**src/rtl/extint_consts.svh**
```systemverilog
`ifndef EXTINT_CONSTS_SVH
`define EXTINT_CONSTS_SVH
// register offsets on the plain register port
`define EXTINT_ADDR_W 4
`define EXTINT_OFS_CTRL_A 4'h0
`define EXTINT_OFS_CTRL_B 4'h1
`define EXTINT_OFS_BRK 4'h2
// field positions inside a channel status/control byte
`define EXTINT_BIT_MODE 0
`define EXTINT_BIT_MASK 1
`define EXTINT_BIT_ACK 2
`define EXTINT_BIT_FLAG 3
`define EXTINT_BIT_PUDIS 4
// field position inside the break control byte
`define EXTINT_BIT_BREAK_CLEAR_ENABLE 0
// reset values
`define EXTINT_RST_CTRL 1'b0
`define EXTINT_RST_PIN 1'b1
// edges after reset before the edge detector trusts its samples
`define EXTINT_SYNC_WARM 2'h3
`define EXTINT_RST_WARM 2'h0
`endif

```
**src/rtl/extint_pkg.sv**
```systemverilog
package extint_pkg;
  // per-channel request latch state
  typedef enum logic [1:0] {
    EXTINT_IDLE,
    EXTINT_PEND,
    EXTINT_ACKD
  } extint_state_t;
  // register data width
  typedef logic [7:0] extint_data_t;
endpackage : extint_pkg

```
**src/rtl/extint_chan.sv**
```systemverilog
`include "extint_consts.svh"
// one external interrupt channel: synchroniser, edge detect, request latch
module extint_chan
  import extint_pkg::*;
(
  // clock and reset
  input wire logic clk,
  input wire logic rst_n,
  // pin, active low, asynchronous
  input wire logic pin_n,
  // controls
  input wire logic sense_level,
  input wire logic ack,
  // state
  output logic pending,
  output logic pin_level
);
  import extint_pkg::*;
  logic sync1_q, sync1_d; // first stage, read only by sync2
  logic sync2_q, sync2_d; // synchronised pin level
  logic prev_q, prev_d; // last level for edge detect
  extint_state_t st_q, st_d; // request latch
  logic fall; // falling edge seen this cycle
  logic [1:0] warm_q, warm_d; // edges since reset, saturating

  // next values of synchroniser and latch
  always_comb begin
    sync1_d = pin_n;
    sync2_d = sync1_q;
    prev_d = sync2_q;
    // a pin held low through reset must not look like a fresh edge;
    // limitation: a real edge in the first cycles after reset is missed
    warm_d = (warm_q == `EXTINT_SYNC_WARM) ? warm_q : warm_q + 2'h1;
    fall = prev_q & ~sync2_q & (warm_q == `EXTINT_SYNC_WARM);
    st_d = st_q;
    case (st_q)
      EXTINT_IDLE: begin
        if (fall) begin
          st_d = EXTINT_PEND;
        end
      end
      EXTINT_PEND: begin
        if (ack && !fall) begin
          // edge-only clears at once; level waits for high pin
          if (!sense_level || sync2_q) begin
            st_d = EXTINT_IDLE;
          end else begin
            st_d = EXTINT_ACKD;
          end
        end
      end
      EXTINT_ACKD: begin
        if (fall) begin
          st_d = EXTINT_PEND;
        end else if (!sense_level || sync2_q) begin
          st_d = EXTINT_IDLE;
        end
      end
      default: begin
        st_d = EXTINT_IDLE;
      end
    endcase
  end

  // registers; a new edge beside an ack keeps the request (set wins)
  always_ff @(posedge clk or negedge rst_n) begin
    if (!rst_n) begin
      sync1_q <= `EXTINT_RST_PIN;
      sync2_q <= `EXTINT_RST_PIN;
      prev_q <= `EXTINT_RST_PIN;
      warm_q <= `EXTINT_RST_WARM;
      st_q <= EXTINT_IDLE;
    end else begin
      sync1_q <= sync1_d;
      sync2_q <= sync2_d;
      prev_q <= prev_d;
      warm_q <= warm_d;
      st_q <= st_d;
    end
  end

  // request stays active while waiting for the pin to rise
  assign pending = (st_q != EXTINT_IDLE);
  assign pin_level = sync2_q;

  property p_edge_latch;
    @(posedge clk) disable iff (!rst_n)
      (prev_q && !sync2_q && warm_q == `EXTINT_SYNC_WARM) |=> pending;
  endproperty
  a_edge_latch: assert property (p_edge_latch) else $error("edge did not latch request");

  property p_edge_clear;
    @(posedge clk) disable iff (!rst_n)
      (st_q == EXTINT_PEND && ack && !sense_level && !fall) |=> !pending;
  endproperty
  a_edge_clear: assert property (p_edge_clear) else $error("edge mode ack did not clear");

  property p_level_hold;
    @(posedge clk) disable iff (!rst_n)
      (pending && sense_level && !sync2_q) |=> pending;
  endproperty
  a_level_hold: assert property (p_level_hold) else $error("level request dropped while pin low");

  property p_level_release;
    @(posedge clk) disable iff (!rst_n)
      (st_q == EXTINT_ACKD && sync2_q && !fall) |=> !pending;
  endproperty
  a_level_release: assert property (p_level_release) else $error("request kept after ack and high pin");

  property p_no_ack_hold;
    @(posedge clk) disable iff (!rst_n)
      (st_q == EXTINT_PEND && !ack) |=> pending;
  endproperty
  a_no_ack_hold: assert property (p_no_ack_hold) else $error("request lost without ack");
endmodule : extint_chan

```
**src/rtl/extint_top.sv**
```systemverilog
// Contract
// falling edge on pin sets channel latch
// vector fetch clears only its channel
// writing ack one clears channel latch
// reset clears latches and sensitivity bits
// edge mode: acknowledge clears immediately
// level mode: needs ack and high pin
// level mode: pending while pin low
// mask withholds request, latch keeps state
// pending flag ignores mask
// ack keeps edge detection; new edge latches
// software acks before leaving service routine
// software masks level channel in routine
// channel a level goes to branch instructions
// pullup a fixed, pullup b switchable
// break clear enable lets acks work
// break clear disabled blocks break acks
// channel b pin always feeds logic
// ack reads zero; mask resets cleared
// pullup disable set turns pullup off
// sensitivity one means edge plus level
// two stage synchroniser on each pin
//
// Chosen here: the register offsets and the strobed register port.
`include "extint_consts.svh"
module extint_top
  import extint_pkg::*;
(
  // clock and reset
  input wire logic clk,
  input wire logic rst_n,
  // external pins, active low
  input wire logic ext_int_a_pin_n,
  input wire logic ext_int_b_pin_n,
  // cpu side
  input wire logic vec_fetch_a,
  input wire logic vec_fetch_b,
  input wire logic break_state,
  output logic irq_req_a,
  output logic irq_req_b,
  output logic branch_pin_level,
  // pad control
  output logic pullup_en_a,
  output logic pullup_en_b,
  // register port
  input wire logic [`EXTINT_ADDR_W-1:0] reg_addr,
  input wire extint_pkg::extint_data_t reg_wdata,
  input wire logic reg_wr,
  input wire logic reg_rd,
  output extint_pkg::extint_data_t reg_rdata
);
  import extint_pkg::*;

  logic mode_a_q, mode_a_d; // sense_select_a
  logic mode_b_q, mode_b_d; // channel b sensitivity
  logic mask_a_q, mask_a_d; // chan_mask_bit a
  logic mask_b_q, mask_b_d; // chan_mask_bit b
  logic pudis_b_q, pudis_b_d; // pullup_disable_b
  logic break_clear_enable_q, break_clear_enable_d; // break_clear_enable
  extint_data_t rdata_q, rdata_d; // read data, one cycle late
  logic wr_a, wr_b, wr_brk; // decoded writes
  logic sw_ack_a, sw_ack_b; // software acks after break gate
  logic ack_a, ack_b; // combined acks per channel
  logic pending_flag_a, pending_flag_b; // latch states
  logic lvl_a, lvl_b; // synchronised pin levels

  // address decode
  always_comb begin
    wr_a = reg_wr && (reg_addr == `EXTINT_OFS_CTRL_A);
    wr_b = reg_wr && (reg_addr == `EXTINT_OFS_CTRL_B);
    wr_brk = reg_wr && (reg_addr == `EXTINT_OFS_BRK);
  end

  // software acks; during break they only act with the enable set
  always_comb begin
    sw_ack_a = wr_a && reg_wdata[`EXTINT_BIT_ACK] && (!break_state || break_clear_enable_q);
    sw_ack_b = wr_b && reg_wdata[`EXTINT_BIT_ACK] && (!break_state || break_clear_enable_q);
    ack_a = sw_ack_a || vec_fetch_a;
    ack_b = sw_ack_b || vec_fetch_b;
  end

  // control register next values
  always_comb begin
    mode_a_d = mode_a_q;
    mask_a_d = mask_a_q;
    mode_b_d = mode_b_q;
    mask_b_d = mask_b_q;
    pudis_b_d = pudis_b_q;
    break_clear_enable_d = break_clear_enable_q;
    if (wr_a) begin
      mode_a_d = reg_wdata[`EXTINT_BIT_MODE];
      mask_a_d = reg_wdata[`EXTINT_BIT_MASK];
    end
    if (wr_b) begin
      mode_b_d = reg_wdata[`EXTINT_BIT_MODE];
      mask_b_d = reg_wdata[`EXTINT_BIT_MASK];
      pudis_b_d = reg_wdata[`EXTINT_BIT_PUDIS];
    end
    if (wr_brk) begin
      break_clear_enable_d = reg_wdata[`EXTINT_BIT_BREAK_CLEAR_ENABLE];
    end
  end

  // read mux; ack bit is never driven so it reads zero
  always_comb begin
    rdata_d = '0;
    if (reg_rd) begin
      case (reg_addr)
        `EXTINT_OFS_CTRL_A: begin
          rdata_d[`EXTINT_BIT_MODE] = mode_a_q;
          rdata_d[`EXTINT_BIT_MASK] = mask_a_q;
          rdata_d[`EXTINT_BIT_FLAG] = pending_flag_a;
        end
        `EXTINT_OFS_CTRL_B: begin
          rdata_d[`EXTINT_BIT_MODE] = mode_b_q;
          rdata_d[`EXTINT_BIT_MASK] = mask_b_q;
          rdata_d[`EXTINT_BIT_FLAG] = pending_flag_b;
          rdata_d[`EXTINT_BIT_PUDIS] = pudis_b_q;
        end
        `EXTINT_OFS_BRK: begin
          rdata_d[`EXTINT_BIT_BREAK_CLEAR_ENABLE] = break_clear_enable_q;
        end
        default: begin
          rdata_d = '0; // unmapped reads zero
        end
      endcase
    end
  end

  // register all control state
  always_ff @(posedge clk or negedge rst_n) begin
    if (!rst_n) begin
      mode_a_q <= `EXTINT_RST_CTRL;
      mode_b_q <= `EXTINT_RST_CTRL;
      mask_a_q <= `EXTINT_RST_CTRL;
      mask_b_q <= `EXTINT_RST_CTRL;
      pudis_b_q <= `EXTINT_RST_CTRL;
      break_clear_enable_q <= `EXTINT_RST_CTRL;
      rdata_q <= '0;
    end else begin
      mode_a_q <= mode_a_d;
      mode_b_q <= mode_b_d;
      mask_a_q <= mask_a_d;
      mask_b_q <= mask_b_d;
      pudis_b_q <= pudis_b_d;
      break_clear_enable_q <= break_clear_enable_d;
      rdata_q <= rdata_d;
    end
  end

  // channel a: dedicated pin
  extint_chan u_chan_a (
    .clk(clk),
    .rst_n(rst_n),
    .pin_n(ext_int_a_pin_n),
    .sense_level(mode_a_q),
    .ack(ack_a),
    .pending(pending_flag_a),
    .pin_level(lvl_a)
  );

  // channel b: shared port pin, wired in regardless of port setup
  extint_chan u_chan_b (
    .clk(clk),
    .rst_n(rst_n),
    .pin_n(ext_int_b_pin_n),
    .sense_level(mode_b_q),
    .ack(ack_b),
    .pending(pending_flag_b),
    .pin_level(lvl_b)
  );

  // masked requests to the priority logic; latch itself untouched
  assign irq_req_a = pending_flag_a && !mask_a_q;
  assign irq_req_b = pending_flag_b && !mask_b_q;
  // only channel a is visible to branch-on-level; lvl_b is for debug only
  assign branch_pin_level = lvl_a;
  assign pullup_en_a = 1'b1;
  assign pullup_en_b = !pudis_b_q;
  assign reg_rdata = rdata_q;

  property p_mask;
    @(posedge clk) disable iff (!rst_n)
      mask_a_q |-> !irq_req_a;
  endproperty
  a_mask: assert property (p_mask) else $error("masked request reached cpu");

  property p_sw_ack;
    @(posedge clk) disable iff (!rst_n)
      (sw_ack_b && !mode_b_q && !break_state && pending_flag_b && lvl_b && $past(lvl_b)) |=> !pending_flag_b;
  endproperty
  a_sw_ack: assert property (p_sw_ack) else $error("software ack did not clear");

  property p_break_block;
    @(posedge clk) disable iff (!rst_n)
      (wr_a && reg_wdata[`EXTINT_BIT_ACK] && break_state && !break_clear_enable_q && pending_flag_a && !vec_fetch_a
        && !mode_a_q && !$past(mode_a_q))
        |=> pending_flag_a;
  endproperty
  a_break_block: assert property (p_break_block) else $error("ack acted in break");

  property p_ack_reads_zero;
    @(posedge clk) disable iff (!rst_n)
      reg_rd |=> !reg_rdata[`EXTINT_BIT_ACK];
  endproperty
  a_ack_reads_zero: assert property (p_ack_reads_zero) else $error("ack bit read as one");

  property p_pullup;
    @(posedge clk) disable iff (!rst_n)
      (wr_b && reg_wdata[`EXTINT_BIT_PUDIS]) |=> !pullup_en_b && pullup_en_a;
  endproperty
  a_pullup: assert property (p_pullup) else $error("pullup not disabled");

  property p_flag;
    @(posedge clk) disable iff (!rst_n)
      (reg_rd && reg_addr == `EXTINT_OFS_CTRL_B) |=> reg_rdata[`EXTINT_BIT_FLAG] == $past(pending_flag_b);
  endproperty
  a_flag: assert property (p_flag) else $error("flag read wrong");

  // flag of channel a reads the latch, mask or not
  property p_flag_a;
    @(posedge clk) disable iff (!rst_n)
      (reg_rd && reg_addr == `EXTINT_OFS_CTRL_A) |=> reg_rdata[`EXTINT_BIT_FLAG] == $past(pending_flag_a);
  endproperty
  a_flag_a: assert property (p_flag_a) else $error("flag a read wrong");

  // channel b mask withholds its request as well
  property p_mask_b;
    @(posedge clk) disable iff (!rst_n)
      mask_b_q |-> !irq_req_b;
  endproperty
  a_mask_b: assert property (p_mask_b) else $error("masked request b reached cpu");

  // acks in break act once the enable is set; stable pin means no new edge
  property p_break_clear;
    @(posedge clk) disable iff (!rst_n)
      (wr_a && reg_wdata[`EXTINT_BIT_ACK] && break_state && break_clear_enable_q && !mode_a_q && lvl_a == $past(lvl_a))
        |=> !pending_flag_a;
  endproperty
  a_break_clear: assert property (p_break_clear) else $error("break ack with enable did not clear");

  // branch level is the pin two edges late, once both stages hold real samples
  property p_branch_level;
    @(posedge clk) disable iff (!rst_n)
      ($past(rst_n) && $past(rst_n, 2)) |-> branch_pin_level == $past(ext_int_a_pin_n, 2);
  endproperty
  a_branch_level: assert property (p_branch_level) else $error("branch level not the synced pin");

  // first edge after reset shows every reset value
  property p_reset_vals;
    @(posedge clk) disable iff (!rst_n)
      !$past(rst_n) |-> (!irq_req_a && !irq_req_b && !mode_a_q && !mode_b_q && !mask_a_q && !mask_b_q
        && !break_clear_enable_q && pullup_en_b && branch_pin_level && reg_rdata == '0);
  endproperty
  a_reset_vals: assert property (p_reset_vals) else $error("state not cleared by reset");

  // clearing the disable bit turns the pullup back on
  property p_pullup_on;
    @(posedge clk) disable iff (!rst_n)
      (wr_b && !reg_wdata[`EXTINT_BIT_PUDIS]) |=> pullup_en_b;
  endproperty
  a_pullup_on: assert property (p_pullup_on) else $error("pullup not enabled");

  // sensitivity of channel a follows its write
  property p_mode_a_write;
    @(posedge clk) disable iff (!rst_n)
      wr_a |=> mode_a_q == $past(reg_wdata[`EXTINT_BIT_MODE]);
  endproperty
  a_mode_a_write: assert property (p_mode_a_write) else $error("mode a not written");

  // sensitivity of channel b follows its write
  property p_mode_b_write;
    @(posedge clk) disable iff (!rst_n)
      wr_b |=> mode_b_q == $past(reg_wdata[`EXTINT_BIT_MODE]);
  endproperty
  a_mode_b_write: assert property (p_mode_b_write) else $error("mode b not written");

  // mask of channel a is read/write
  property p_mask_a_write;
    @(posedge clk) disable iff (!rst_n)
      wr_a |=> mask_a_q == $past(reg_wdata[`EXTINT_BIT_MASK]);
  endproperty
  a_mask_a_write: assert property (p_mask_a_write) else $error("mask a not written");

  // mask of channel b is read/write
  property p_mask_b_write;
    @(posedge clk) disable iff (!rst_n)
      wr_b |=> mask_b_q == $past(reg_wdata[`EXTINT_BIT_MASK]);
  endproperty
  a_mask_b_write: assert property (p_mask_b_write) else $error("mask b not written");

  // break clear enable follows its write
  property p_break_clear_enable_write;
    @(posedge clk) disable iff (!rst_n)
      wr_brk |=> break_clear_enable_q == $past(reg_wdata[`EXTINT_BIT_BREAK_CLEAR_ENABLE]);
  endproperty
  a_break_clear_enable_write: assert property (p_break_clear_enable_write) else $error("break enable not written");

  // read data only stands in the cycle after a read strobe
  property p_rdata_idle;
    @(posedge clk) disable iff (!rst_n)
      !reg_rd |=> reg_rdata == '0;
  endproperty
  a_rdata_idle: assert property (p_rdata_idle) else $error("read data outside read cycle");
endmodule : extint_top

```
**config.mk**
```make
export PLATFORM = sky130hd
export DESIGN_NAME = extint_top
export DESIGN_NICKNAME = d
export VERILOG_FILES = /design/src/rtl/extint_pkg.sv /design/src/rtl/extint_chan.sv /design/src/rtl/extint_top.sv
export VERILOG_INCLUDE_DIRS = /design/src /design/src/rtl
export SDC_FILE = /design/constraint.sdc
export NUM_CORES = 1
export LEC_CHECK = 0
export BUFFER_PORTS_ARGS = -buffer_cell sky130_fd_sc_hd__buf_2
export CORE_MARGIN = 3
export CORE_UTILIZATION = 45
export CTS_BUF_LIST = sky130_fd_sc_hd__clkbuf_4 sky130_fd_sc_hd__clkbuf_8
export CTS_CLUSTER_DIAMETER = 60
export DETAILED_ROUTE_END_ITERATION = 7
export PLACE_DENSITY = 0.72
export REMOVE_ABC_BUFFERS = 1
export SLEW_MARGIN = 15
export SYNTH_ARGS = -nofsm -noshare
export SYNTH_HDL_FRONTEND = slang
export SYNTH_SLANG_ARGS = --single-unit
```
**constraint.sdc**
```tcl
create_clock -name clk -period 1.53 [get_ports clk]
set_input_delay 0.153 -clock clk [delete_from_list [all_inputs] [get_ports clk]]
set_output_delay 0.153 -clock clk [all_outputs]
set_load 0.1 [all_outputs]
```
==> impl_metrics.tcl <==
set metrics [dict create \
    status "finished, final reports clean" \
    grt_antenna_before_repair 0 \
    num_rows 17 \
    cts_buffers 3 \
    grt_usage_pct 13.2 \
    worstPathMaxFanout 4 \
    grt_setup_unrepaired "false" \
    postRouteAntennaNets 0 \
    layout.nets 145 \
    cts.clk_slew.worst_paths_ps 130 \
    grt_first_pass_wirelength_um 3170 \
    cts_tree "built" \
    vias_per_cell 5.09 \
    dp.cells 142 \
    layout_min_cycle_time_ps 1490 \
    power_mw 1.56 \
    whs_ps 62.1 \
    crit_arrival_ps 1330 \
    cts_max_level 1 \
    hold_viol 0 \
    grt.overflow.total 0 \
    place_hpwl_um 1390 \
    maxCapViolations 0 \
    crit_buf_inv 1 \
    cts.sinks 24 \
    crit_chain "buf_2" \
    fin_skew_ps 10.6 \
    hp-class "in -> reg" \
    grt_pass1_vias 708 \
    power.leakage_nw 0.613 \
    slew_viol_final 0 \
    grt_max_degree 25 \
    place_ws_ps 315 \
    drcViolationCount 0 \
    die_h_um 55.5 \
    synth-edff-count 0 \
    start_util_pct 48.4 \
    die_area_um2 3080 \
    yosys-top-cells-area "dfrtp_1 41%, dfstp_2 14%, buf_4 3.4%, nor2b_1 3.4%, mux2_2 3.1%" \
    routed_wl_um 1920 \
    wl_per_cell_um 12.9 \
    areaGrowthSynthToFinish_pct 18.6 \
    fin_cells 149 \
    required_ps 1380 \
    die_x_um 55.5 \
    yosys.area.top_type "dfrtp_1" \
    finish.utilization_pct 57.4 \
    synth_flop_cell "dfrtp_1" \
    core_area_um2 2280 \
    first_pass_iters 4 \
    cp-start-kind "flop" \
    n_antenna_cell 0 \
    drt_iter0_markers 26 \
    fmax_mhz 672 \
    syn-instance-count 93 \
    path_delay_family "flip-flops" \
    cts_setup_buffers 0 \
    max-vdd-ir-drop_mv 0.753 \
    power_density_nw_per_um2 1190 \
    slowest_delay_ps 580 \
    place_congestion 0.760 \
    async_flop_share_pct 100 \
    synth_seq_cells 24 \
    ys_types 30 \
    io_buffers 24 \
    endpoint_kind "primary output" \
    yosysSeqAreaShare_pct 55.2 \
    drive_gt1_share_pct 38.0 \
    yosysWarnings 0 \
    yosys.cell_count.top_type "dfrtp_1" \
    cpMaxStageDelayCell "dfstp_2" \
    ys_top_cells_by_count "18 x dfrtp_1, 7 x nor2_1, 6 x dfstp_2, 6 x nor2b_1, 5 x buf_4" \
    avgSynthCellArea_um2 11.9 \
    clk_path_buf_depth 2 \
    io_pins 34 \
    final.setup.worst_slack_ps 42.2 \
    cts-root-buf "clkbuf_4" \
    setup_viol 0 \
    netlist.area_leader.share_pct 40.9 \
    syn_area_um2 1100 \
    vias 758 \
    clk_latency_ps 320 \
    period_share_pct 97.2 \
    path_class "reg -> out" \
]
-- power by group --
group          leakage (nW)  switching (mW)  total (mW)  internal (mW)
combinational         0.306           0.265       0.367          0.102
clock                0.0279           0.191       0.456          0.265
sequential            0.279          0.0384       0.732          0.694
total                 0.613           0.494        1.56           1.06
-- layout make-up --
| type | instances | area, um2 |
|---|---|---|
| Sequential cell | 24 | 608 |
| Multi-Input combinational cell | 63 | 445 |
| Timing Repair Buffer | 27 | 155 |
| Tap cell | 28 | 35.0 |
| Inverter | 3 | 11.3 |
| Clock inverter | 1 | 30.0 |
| Fill cell | 200 | 968 |
| Clock buffer | 3 | 22.5 |
-- worst min-delay path, cell delays in order --
cell	delay (ps)
buf_2	80
nand3_1	50
o21ai_0	70
-- stage by stage --
| step | setup TNS (ps) | area [um2] |
|---|---|---|
| global placement | 0 | 1220 |
| floorplan | -621 | 1060 |
| detailed placement | 0 | 1220 |
| global route | 0 | 1310 |
| CTS | 0 | 1300 |
| finish | 0 | 1310 |
-- cells in the final DEF (no fill, tap or decap), drive strengths merged --
cell and instances:
inv 3, dfstp 6, nand3b 1, nor2 7
mux2i 2, dlygate4sd3 3, mux2 7, xnor2 2
nor2b 7, nand2b 1, and3b 2, a211oi 3
dfrtp 18, ha 2, a31o 2, and2 2
bufinv 1, conb 5, o211ai 2, clkbuf 5
nand4 2, and3 1, o21ai 4, nand2 5
nand3 4, buf 22, nor3 2
-- cells by family after synthesis --
logic type	synth area share (%)
simple gates	18.4
xor+xnor	1.59
buf+inv	5.45
other cells	0.681
fa+ha+maj	2.27
compound gates	6.81
flops	55.2
mux	9.65
-- final timing paths --
path | startpoint | end | slack [ps] | cells past startpoint
min in group asynchronous | rst_n | mode_a_q$_DFFE_PN0N_ | 320 | 2
worst min register to register | u_chan_b.sync1_q$_DFF_PN1_ | u_chan_b.pin_level$_DFF_PN1_ | 370 | 0
worst min-delay path | reg_wdata[4] | pudis_b_q$_DFFE_PN0N_ | 60 | 3
worst max-delay path | u_chan_a.pin_level$_DFF_PN1_ | branch_pin_level | 40 | 1
worst max register to register | u_chan_b.warm_q[0]$_DFFE_PN0P_ | u_chan_b.st_q[1]$_DFFE_PN0P_ | 340 | 4
max in group asynchronous | rst_n | u_chan_b.prev_q$_DFF_PN1_ | 840 | 2
-- flip-flops by register name (all words and copies together) (netlist names), 2 cells and up --
| name | cells |
|---|---|
| u_chan_b.st_q | 2 |
| u_chan_b.warm_q | 2 |
| u_chan_a.st_q | 2 |
| reg_rdata | 4 |
| u_chan_a.warm_q | 2 |
-- metal layers --
layer / share of wire (%) / up-vias / wire length, um / GRT usage, %
li1: - / 363 / - / -
met2: 50 / 30 / 961 / 21.6
met1: 41 / 360 / 793 / 16.6
met5: 0 / - / 0 / 0
met4: 2.0 / 0 / 38 / 7.29
met3: 6.5 / 5 / 124 / 1.87
-- repair_timing --
item | 4_1_cts | 5_1_grt
setup endpoints to repair | 0 | 2
resized for setup | 0 | 2
endpoints found under the hold margin | 20 | 0
hold buffers | 3 | 0
No activity file was read; power rests on OpenSTA's default activity.
